`config.mk`:
```
export PLATFORM = sky130hd
export DESIGN_NAME = anwm_host
export DESIGN_NICKNAME = d
export VERILOG_FILES = /design/src/design/anwm_pkg.sv /design/src/design/anwm_sync.sv /design/src/design/anwm_host.sv
export SDC_FILE = /design/constraint.sdc
export NUM_CORES = 1
export LEC_CHECK = 0
export ABC_AREA = 1
export BUFFER_PORTS_ARGS = -buffer_cell sky130_fd_sc_hd__buf_2
export CAP_MARGIN = 30
export CORE_MARGIN = 1.5
export CORE_UTILIZATION = 49
export CTS_CLUSTER_SIZE = 30
export DETAILED_ROUTE_END_ITERATION = 16
export GPL_TIMING_DRIVEN = 0
export HOLD_SLACK_MARGIN = 0.12
export PLACE_DENSITY = 0.79
export SLEW_MARGIN = 0
export SYNTH_ARGS = -nofsm -noshare
export SYNTH_HDL_FRONTEND = slang
export SYNTH_SLANG_ARGS = --single-unit
export TNS_END_PERCENT = 50
```
`constraint.sdc`:
```
create_clock -name sys_clk -period 1.95 [get_ports sys_clk]
set_clock_uncertainty 0.2 [all_clocks]
set_input_delay 0.0975 -clock sys_clk [delete_from_list [all_inputs] [get_ports sys_clk]]
set_output_delay 0.0975 -clock sys_clk [all_outputs]
set_load 0.01 [all_outputs]
```
`src/design/anwm_pkg.sv`:
```
// Purpose: constants and carrier types for the async word memory host controller
// Assumes: sys_clk at 125 MHz, synchronous active-high reset
// Notes: all cycle counts except SYNC_LAT_CYC derive from the printed ns and ms figures and the clock period
// Overview of operation
// the memory holds 65,536 words of 16 bits, one per address value.
// with select high the memory ignores every other control and floats both lanes.
// selected with write and output gate high, or both lane selects high, nothing is accessed.
// a read with only the lower lane select low returns the lower byte on bits 7:0.
// a read with only the upper lane select low returns the upper byte on bits 15:8.
// a read with both lane selects low returns the whole 16-bit word.
// a write with only the lower lane select low stores bits 7:0 and keeps the upper byte.
// a write with only the upper lane select low stores bits 15:8 and keeps the lower byte.
// a write with both lane selects low stores the whole word and the memory does not drive.
// the memory refuses all writes while supply is below the write inhibit level.
// the controller starts no access until 2 ms after supply becomes valid.
// the controller holds select and write strobe high during reset and the startup wait.
// after a brownout the controller waits the full startup time again.
// consecutive accesses start no closer than 35 ns apart.
// a write happens while select and write strobe are both low, with address and data held.
// the memory commits write data at the end of the select and write strobe overlap.
package anwm_pkg;
  localparam int CLK_PERIOD_NS = 8;
  localparam int ADDR_W = 16;
  localparam int DATA_W = 16;
  localparam int BYTE_W = 8;
  localparam int LANES = 2;
  localparam int MEM_WORDS = 65536;
  // timing figures as printed, then cycle counts (least times round up)
  localparam int STARTUP_MS = 2;
  localparam int CYCLE_NS = 35;
  localparam int ACCESS_NS = 35;
  localparam int WR_PULSE_NS = 18;
  localparam int RECOVERY_NS = 15;
  localparam int STARTUP_CYC = STARTUP_MS * 1000000 / CLK_PERIOD_NS;
  localparam int CYCLE_CYC = (CYCLE_NS + CLK_PERIOD_NS - 1) / CLK_PERIOD_NS;
  localparam int ACCESS_CYC = (ACCESS_NS + CLK_PERIOD_NS - 1) / CLK_PERIOD_NS;
  localparam int WR_PULSE_CYC = (WR_PULSE_NS + CLK_PERIOD_NS - 1) / CLK_PERIOD_NS;
  localparam int RECOVERY_CYC = (RECOVERY_NS + CLK_PERIOD_NS - 1) / CLK_PERIOD_NS;
  localparam int SYNC_LAT_CYC = 3;
  localparam int CNT_W = 20;
  localparam logic [LANES-1:0] LANES_NONE = 2'h0;
  localparam logic [ADDR_W-1:0] ADDR_RST = 16'h0000;
  localparam logic [DATA_W-1:0] DATA_RST = 16'h0000;

  // one user request
  typedef struct packed {
    logic write;
    logic [LANES-1:0] lane_en;
    logic [ADDR_W-1:0] addr;
    logic [DATA_W-1:0] wdata;
  } anwm_req_t;

  // memory control pins, all active low
  typedef struct packed {
    logic sel_n;
    logic wr_n;
    logic oe_n;
    logic lower_lane_select_low;
    logic upper_lane_select_low;
  } anwm_ctl_t;

  localparam anwm_ctl_t CTL_IDLE = 5'h1F;

  typedef enum logic [4:0] {
    ST_INIT = 5'h01,
    ST_IDLE = 5'h02,
    ST_READ = 5'h04,
    ST_WRITE = 5'h08,
    ST_RECOV = 5'h10
  } anwm_state_t;
endpackage

```
`src/design/anwm_sync.sv`:
```
// Purpose: three-stage synchroniser with agreement filter
// Assumes: input is asynchronous to sys_clk
// Notes: each output bit moves only when its stages two and three agree
`timescale 1ns/1ps
`default_nettype none
module anwm_sync
  import anwm_pkg::*;
#(
  parameter int W = 1
) (
  // clock and reset
  input wire logic sys_clk,
  input wire logic rst,
  // data
  input wire logic [W-1:0] async_in,
  output logic [W-1:0] sync_out
);
  logic [W-1:0] s1_ff;
  logic [W-1:0] s2_ff;
  logic [W-1:0] s3_ff;
  logic [W-1:0] out_ff;
  // per-bit agreement, so a lane that keeps moving cannot freeze the steady one
  wire [W-1:0] agree = ~(s2_ff ^ s3_ff);

  // first stage feeds only the second
  always_ff @(posedge sys_clk) begin
    if (rst) begin
      s1_ff <= '0;
      s2_ff <= '0;
      s3_ff <= '0;
      out_ff <= '0;
    end else begin
      s1_ff <= async_in;
      s2_ff <= s1_ff;
      s3_ff <= s2_ff;
      out_ff <= (agree & s3_ff) | (~agree & out_ff);
    end
  end

  assign sync_out = out_ff;
endmodule
`default_nettype wire

```
`src/design/anwm_host.sv`:
```
// Purpose: host controller driving an asynchronous non-volatile 64K x 16 word memory
// Assumes: one request at a time; supply_ok is a board-level supply-valid level
// Notes: all memory pins come from flip-flops; data lanes float except from the start of a write to the end of its recovery
`timescale 1ns/1ps
`default_nettype none
module anwm_host
  import anwm_pkg::*;
#(
  parameter int STARTUP_CYCLES = STARTUP_CYC
) (
  // clock and reset
  input wire logic sys_clk,
  input wire logic rst,
  // supply monitor, asynchronous
  input wire logic supply_ok,
  // user request
  input wire logic req_valid,
  output logic req_ready,
  input wire anwm_req_t req,
  // user response
  output logic rsp_valid,
  output logic [DATA_W-1:0] rsp_rdata,
  output logic mem_ready,
  // memory pins
  output anwm_ctl_t mem_ctl,
  output logic [ADDR_W-1:0] mem_addr,
  output logic [DATA_W-1:0] dq_out,
  output logic dq_oe_n,
  input wire logic [DATA_W-1:0] dq_in
);
  localparam logic [CNT_W-1:0] STARTUP_LAST = CNT_W'(STARTUP_CYCLES - 1);
  localparam logic [CNT_W-1:0] WR_LAST = CNT_W'(WR_PULSE_CYC - 1);
  localparam logic [CNT_W-1:0] RD_LAST = CNT_W'(ACCESS_CYC + SYNC_LAT_CYC - 1);
  localparam logic [CNT_W-1:0] REC_LAST = CNT_W'(RECOVERY_CYC - 1);

  anwm_state_t state_ff;
  logic [CNT_W-1:0] cnt_ff;
  anwm_ctl_t ctl_ff;
  logic [ADDR_W-1:0] addr_ff;
  logic [DATA_W-1:0] dout_ff;
  logic drive_n_ff;
  logic rsp_valid_ff;
  logic [DATA_W-1:0] rdata_ff;
  logic [LANES-1:0] lanes_ff;
  logic supply_s;
  logic [DATA_W-1:0] dq_s;

  // supply level and read data both cross in from pins
  anwm_sync #(.W(1)) u_sync_supply (
    .sys_clk(sys_clk),
    .rst(rst),
    .async_in(supply_ok),
    .sync_out(supply_s)
  );
  anwm_sync #(.W(DATA_W)) u_sync_data (
    .sys_clk(sys_clk),
    .rst(rst),
    .async_in(dq_in),
    .sync_out(dq_s)
  );

  // lane byte mask, used for both launch and capture
  function automatic logic [DATA_W-1:0] lane_mask(input logic [LANES-1:0] en);
    lane_mask = {{BYTE_W{en[1]}}, {BYTE_W{en[0]}}};
  endfunction

  // decode of the current cycle
  wire in_init = (state_ff == ST_INIT);
  wire brownout = !supply_s && !in_init;
  wire take = req_valid && req_ready;
  wire no_lane = (req.lane_en == LANES_NONE);
  wire wr_done = (state_ff == ST_WRITE) && (cnt_ff == WR_LAST);
  wire rd_done = (state_ff == ST_READ) && (cnt_ff == RD_LAST);
  wire rec_done = (state_ff == ST_RECOV) && (cnt_ff == REC_LAST);
  wire boot_done = in_init && supply_s && (cnt_ff == STARTUP_LAST);
  wire [DATA_W-1:0] rd_mask = lane_mask(lanes_ff);

  assign req_ready = (state_ff == ST_IDLE) && supply_s;
  assign mem_ready = !in_init;

  // next state
  anwm_state_t nxt_state;
  always_comb begin
    nxt_state = state_ff;
    case (state_ff)
      ST_INIT: if (boot_done) nxt_state = ST_IDLE;
      ST_IDLE: if (take && !no_lane) nxt_state = req.write ? ST_WRITE : ST_READ;
      ST_WRITE: if (wr_done) nxt_state = ST_RECOV;
      ST_READ: if (rd_done) nxt_state = ST_RECOV;
      ST_RECOV: if (rec_done) nxt_state = ST_IDLE;
      default: nxt_state = ST_INIT;
    endcase
    if (brownout) begin
      nxt_state = ST_INIT;
    end
  end

  // counter restarts on each state change; startup count restarts on supply loss
  always_ff @(posedge sys_clk) begin
    if (rst) begin
      state_ff <= ST_INIT;
      cnt_ff <= '0;
    end else begin
      state_ff <= nxt_state;
      if (nxt_state != state_ff || (in_init && !supply_s)) begin
        cnt_ff <= '0;
      end else if (!boot_done) begin
        cnt_ff <= cnt_ff + 1'b1;
      end
    end
  end

  // pin drivers; select and strobe stay high until startup completes
  always_ff @(posedge sys_clk) begin
    if (rst || brownout) begin
      ctl_ff <= CTL_IDLE;
      drive_n_ff <= 1'b1;
    end else if (state_ff == ST_IDLE && take && !no_lane) begin
      ctl_ff.sel_n <= 1'b0;
      ctl_ff.wr_n <= !req.write;
      ctl_ff.oe_n <= req.write; // gate high on writes avoids contention
      ctl_ff.lower_lane_select_low <= !req.lane_en[0];
      ctl_ff.upper_lane_select_low <= !req.lane_en[1];
      drive_n_ff <= !req.write;
    end else if (wr_done || rd_done) begin
      ctl_ff <= CTL_IDLE; // write commits on this rising edge
    end else if (rec_done) begin
      drive_n_ff <= 1'b1; // data held past strobe release
    end
  end

  // address, write data and lanes latch on acceptance and hold through recovery
  always_ff @(posedge sys_clk) begin
    if (rst) begin
      addr_ff <= ADDR_RST;
      dout_ff <= DATA_RST;
      lanes_ff <= LANES_NONE;
    end else if (take && !no_lane) begin
      addr_ff <= req.addr;
      dout_ff <= req.wdata & lane_mask(req.lane_en);
      lanes_ff <= req.lane_en;
    end
  end

  // read capture after access time plus synchroniser latency
  always_ff @(posedge sys_clk) begin
    if (rst) begin
      rsp_valid_ff <= 1'b0;
      rdata_ff <= DATA_RST;
    end else begin
      rsp_valid_ff <= rd_done && !brownout;
      if (rd_done) begin
        rdata_ff <= dq_s & rd_mask;
      end
    end
  end

  assign mem_ctl = ctl_ff;
  assign mem_addr = addr_ff;
  assign dq_out = dout_ff;
  assign dq_oe_n = drive_n_ff;
  assign rsp_valid = rsp_valid_ff;
  assign rsp_rdata = rdata_ff;

  // helper: cycles since the last select fall, saturating
  logic [7:0] since_ff;
  always_ff @(posedge sys_clk) begin
    if (rst) begin
      since_ff <= 8'hFF;
    end else if (ctl_ff.sel_n && !nxt_state[1] && state_ff == ST_IDLE && take && !no_lane) begin
      since_ff <= 8'h00;
    end else if (since_ff != 8'hFF) begin
      since_ff <= since_ff + 8'h01;
    end
  end

  // pin checks; a brownout aborts whatever access is in flight, so those checks drop out
  chk_quiet_startup: assert property (@(posedge sys_clk) disable iff (rst)
    in_init |=> (mem_ctl.sel_n && mem_ctl.wr_n) || !in_init)
    else $error("memory selected during startup wait");
  chk_reset_high: assert property (@(posedge sys_clk)
    rst |=> mem_ctl.sel_n && mem_ctl.wr_n && dq_oe_n)
    else $error("select or strobe low after reset");
  chk_brownout_restart: assert property (@(posedge sys_clk) disable iff (rst)
    brownout |=> in_init && mem_ctl.sel_n && cnt_ff == '0)
    else $error("brownout did not restart startup wait");
  chk_cycle_spacing: assert property (@(posedge sys_clk) disable iff (rst)
    $fell(mem_ctl.sel_n) |-> $past(since_ff) >= 8'(CYCLE_CYC - 1))
    else $error("accesses closer than minimum cycle");
  chk_wr_pulse_len: assert property (@(posedge sys_clk) disable iff (rst || brownout)
    $fell(mem_ctl.wr_n) |-> (!mem_ctl.wr_n && !mem_ctl.sel_n)[*3])
    else $error("write pulse shorter than required");
  chk_wr_stable: assert property (@(posedge sys_clk) disable iff (rst || brownout)
    (!mem_ctl.wr_n && !mem_ctl.sel_n) |=> $stable(mem_addr) && $stable(dq_out) && !dq_oe_n)
    else $error("address or data moved during write overlap");
  chk_no_contention: assert property (@(posedge sys_clk) disable iff (rst)
    !mem_ctl.oe_n |-> dq_oe_n)
    else $error("controller drives lanes while output gate low");
  chk_lane_access: assert property (@(posedge sys_clk) disable iff (rst)
    !mem_ctl.sel_n |-> !(mem_ctl.lower_lane_select_low && mem_ctl.upper_lane_select_low))
    else $error("select low with both lanes off");
  chk_read_reply: assert property (@(posedge sys_clk) disable iff (rst || brownout)
    $fell(mem_ctl.oe_n) |-> ##8 rsp_valid)
    else $error("read response not on time");
  chk_startup_len: assert property (@(posedge sys_clk) disable iff (rst)
    $rose(mem_ready) |-> $past(cnt_ff) == STARTUP_LAST)
    else $error("startup wait ended early");
  chk_read_gate: assert property (@(posedge sys_clk) disable iff (rst)
    !mem_ctl.oe_n |-> state_ff == ST_READ)
    else $error("output gate low outside a read");
  chk_rsp_pulse: assert property (@(posedge sys_clk) disable iff (rst)
    rsp_valid |=> !rsp_valid)
    else $error("read response longer than one cycle");

  // main scenarios

  cov_write: cover property (@(posedge sys_clk) disable iff (rst) $fell(mem_ctl.wr_n));
  cov_read: cover property (@(posedge sys_clk) disable iff (rst) rsp_valid);
  cov_byte_write: cover property (@(posedge sys_clk) disable iff (rst)
    $fell(mem_ctl.wr_n) && mem_ctl.upper_lane_select_low);
  cov_brownout: cover property (@(posedge sys_clk) disable iff (rst) brownout);
  cov_byte_read: cover property (@(posedge sys_clk) disable iff (rst)
    $fell(mem_ctl.oe_n) && mem_ctl.upper_lane_select_low);
endmodule
`default_nettype wire

```
==> impl_metrics.json <==
{
  "cap_violations": 0,
  "rows": 39,
  "drtPass1Iterations": 5,
  "antenna_cells": 0,
  "synth_top_cell_area_share_pct": 53.2,
  "power_density_nw_per_um2": 842,
  "grt_max_degree": 17,
  "cts_root_buf": "clkbuf_16",
  "holdCritPathClass": "in -> reg",
  "io_buffers": 110,
  "r2r-start": "state_ff[2]",
  "io_pins": 112,
  "die_width_um": 110,
  "max-clock-path-buffers": 2,
  "cts_made_buffers": 17,
  "start_util_pct": 49.9,
  "syn_area_um2": 5650,
  "layout_commonest_cell": "dfxtp_1",
  "clk_pin_slew_ns": 0.07,
  "vias_per_cell": 5.14,
  "cts_sinks": 150,
  "synth.area.top_cells": "dfxtp_1 53%, nand2_1 8.0%, nor2_1 7.6%",
  "p_total_w": 0.00678,
  "rsz0062_at_grt": "yes",
  "worst_ep_arrival_time_ns": 2.31,
  "wl_per_cell_um": 14.9,
  "ff2ff_path_depth": 12,
  "synth_nets": 772,
  "syn_inst": 714,
  "required_ns": 2.10,
  "grt_pass1_wl_um": 24300,
  "cts_htree_levels": 4,
  "ant_nets": 0,
  "clock_latency_ns": 0.41,
  "worstSetupStartpoint": "state_ff[2]",
  "multi_input_area_um2": 2420,
  "track_usage_pct": 25.8,
  "worstSetupPathType": "reg -> reg",
  "core_um2": 11300,
  "nFillCells": 763,
  "regArea_um2": 3020,
  "placed_cell_area_um2": 6380,
  "fmax_mhz": 463,
  "synth_cell_types": 28,
  "antenna_found_initial": 0,
  "vias": 5530,
  "drc": 0,
  "grt-ovfl-total": 0,
  "hpwl_um": 8490,
  "reg2reg_to": "cnt_ff[8]",
  "yosysTopAreaCell": "dfxtp_1",
  "die_h_um": 110,
  "ys_warn_count": 0,
  "outcome": "complete, but fails checks",
  "endpoint_kind": "flip-flop",
  "die_area_um2": 12200,
  "pre_cts_ws_ns": -0.276,
  "cp-start-kind": "flip-flop",
  "slew_headroom_pct": 60.3,
  "drv_slew": 0,
  "avgSynthCellArea_um2": 7.91,
  "ys_seq_area_share_pct": 53.2,
  "ys_ff_latch": 150,
  "design_area_um2": 8050,
  "area_growth_pct": 42.5,
  "fin_crit_sh_pct": 111,
  "final_nets": 978,
  "leakage_nw": 3.48,
  "hold_viol_final": 0,
  "tightest_slew_ns": 0.595,
  "ir_drop_mv": 0.514,
  "gp_congestion": 0.875,
  "crit_end": "cnt_ff[8]",
  "cts_tree": "done",
  "finalWorstSetupSlack_ns": -0.210,
  "reg2reg_slack_ns": -0.21,
  "period_minus_slack_ns": 2.16,
  "whs_ns": 0.176,
  "wirelength_um": 16100,
  "layout-drive-gt1-share_pct": 28.8,
  "setup_violations": 20,
  "violations": "negative setup slack",
  "grt_pass1_vias": 5351,
  "most-common-layout-cells": "138 x dfxtp_1, 112 x nand2_1, 112 x buf_2",
  "worstPathMaxFanout": 10,
  "drtIter0Drc": 323
}
[area by class of cell]
cell class / instances / area share [%]
clock buffer: 17 / 5.29
tap: 143 / 2.22
clock inverter: 15 / 2.36
multi-input combinational: 442 / 30.0
buffer: 25 / 1.91
timing repair buffer: 187 / 15.9
inverter: 96 / 4.62
sequential: 150 / 37.6
timing repair inverter: 1 / 0.0933
[logic make-up (layout without fill, tap and decap cells)]
| group | Yosys count | in the layout | synth area share (%) |
|---|---|---|---|
| fa+ha+maj | 3 | 3 | 0.665 |
| buf+inv | 122 | 341 | 8.66 |
| simple gates | 330 | 330 | 26.5 |
| flops | 150 | 150 | 53.2 |
| compound gates | 91 | 91 | 8.15 |
| xor+xnor | 18 | 18 | 2.79 |
[cells in the mapped netlist]
master	instances
buf_4	1
xor2_1	12
ha_1	3
inv_2	3
xnor2_1	6
nand2_1	120
dfxtp_1	150
nor4_1	1
nand3_1	19
nand3b_1	1
nand4_2	3
nor2_1	115
nand4_1	11
nor2_4	3
nor2_2	27
nor3_1	18
a21oi_1	68
o21ai_0	21
nor3_2	3
inv_1	93
a21o_1	1
clkbuf_1	12
nand2_2	3
a211oi_1	1
buf_6	3
buf_2	4
nand3_2	6
buf_1	6
[power breakdown]
group / switching [W] / total (W) / internal (W)
clock: 0.00145 / 0.00340 / 0.00195
sequential: 0.0000195 / 0.00312 / 0.00310
combinational: 0.000125 / 0.000259 / 0.000134
[per-layer routing]
metal | track usage (%) | wire length [um] | part of all wire [%] | up-vias
met5 | 0 | 0 | 0 | -
met4 | 10.3 | 373 | 2.3 | 0
met3 | 6.53 | 1140 | 7.1 | 39
met2 | 46.0 | 8410 | 52 | 248
met1 | 29.4 | 6160 | 38 | 2603
li1 | - | - | - | 2640
[critical path, cell delays in order (launching register included)]
cell	delay, ns
dfxtp_2	0.35
nor2_4	0.18
nand3_4	0.12
nor2_4	0.24
nand4_4	0.11
nand2_1	0.08
nand2_1	0.07
nand2_1	0.07
nand2_1	0.06
nor2_2	0.17
nand3_4	0.16
buf_12	0.19
nor2_2	0.09
[stage by stage]
stage / setup TNS (ns) / instances / utilization (%)
2_1_floorplan: 0 / 714 / -
3_3_place_gp: -6.40 / 967 / 56.3
3_5_place_dp: -6.25 / 967 / 56.3
4_1_cts: -1.45 / 1069 / 69.2
5_1_grt: -6.61 / 1076 / 71.1
6_report: -3.64 / 1076 / 71.1
[timing repair]
item,CTS,global route
gates cloned,1,1
hold buffers,53,0
pin swaps,2,6
endpoints found under the setup margin,50,69
resized for setup,45,46
setup buffers,16,7
endpoints found under the hold margin,59,0
[worst min-delay path by stage]
stage	from	endpoint	cells past startpoint
after detailed placement	dq_in[6]	u_sync_data.s1_ff[6]	3
after CTS	rst	dq_out[13]	3
after global routing	rst	dq_out[11]	3
final	rst	mem_addr[8]	3
after global placement	dq_in[13]	u_sync_data.s1_ff[13]	3
after floorplan	dq_in[0]	u_sync_data.s1_ff[0]	2
Note: power is estimated with default switching activity, not from simulation.
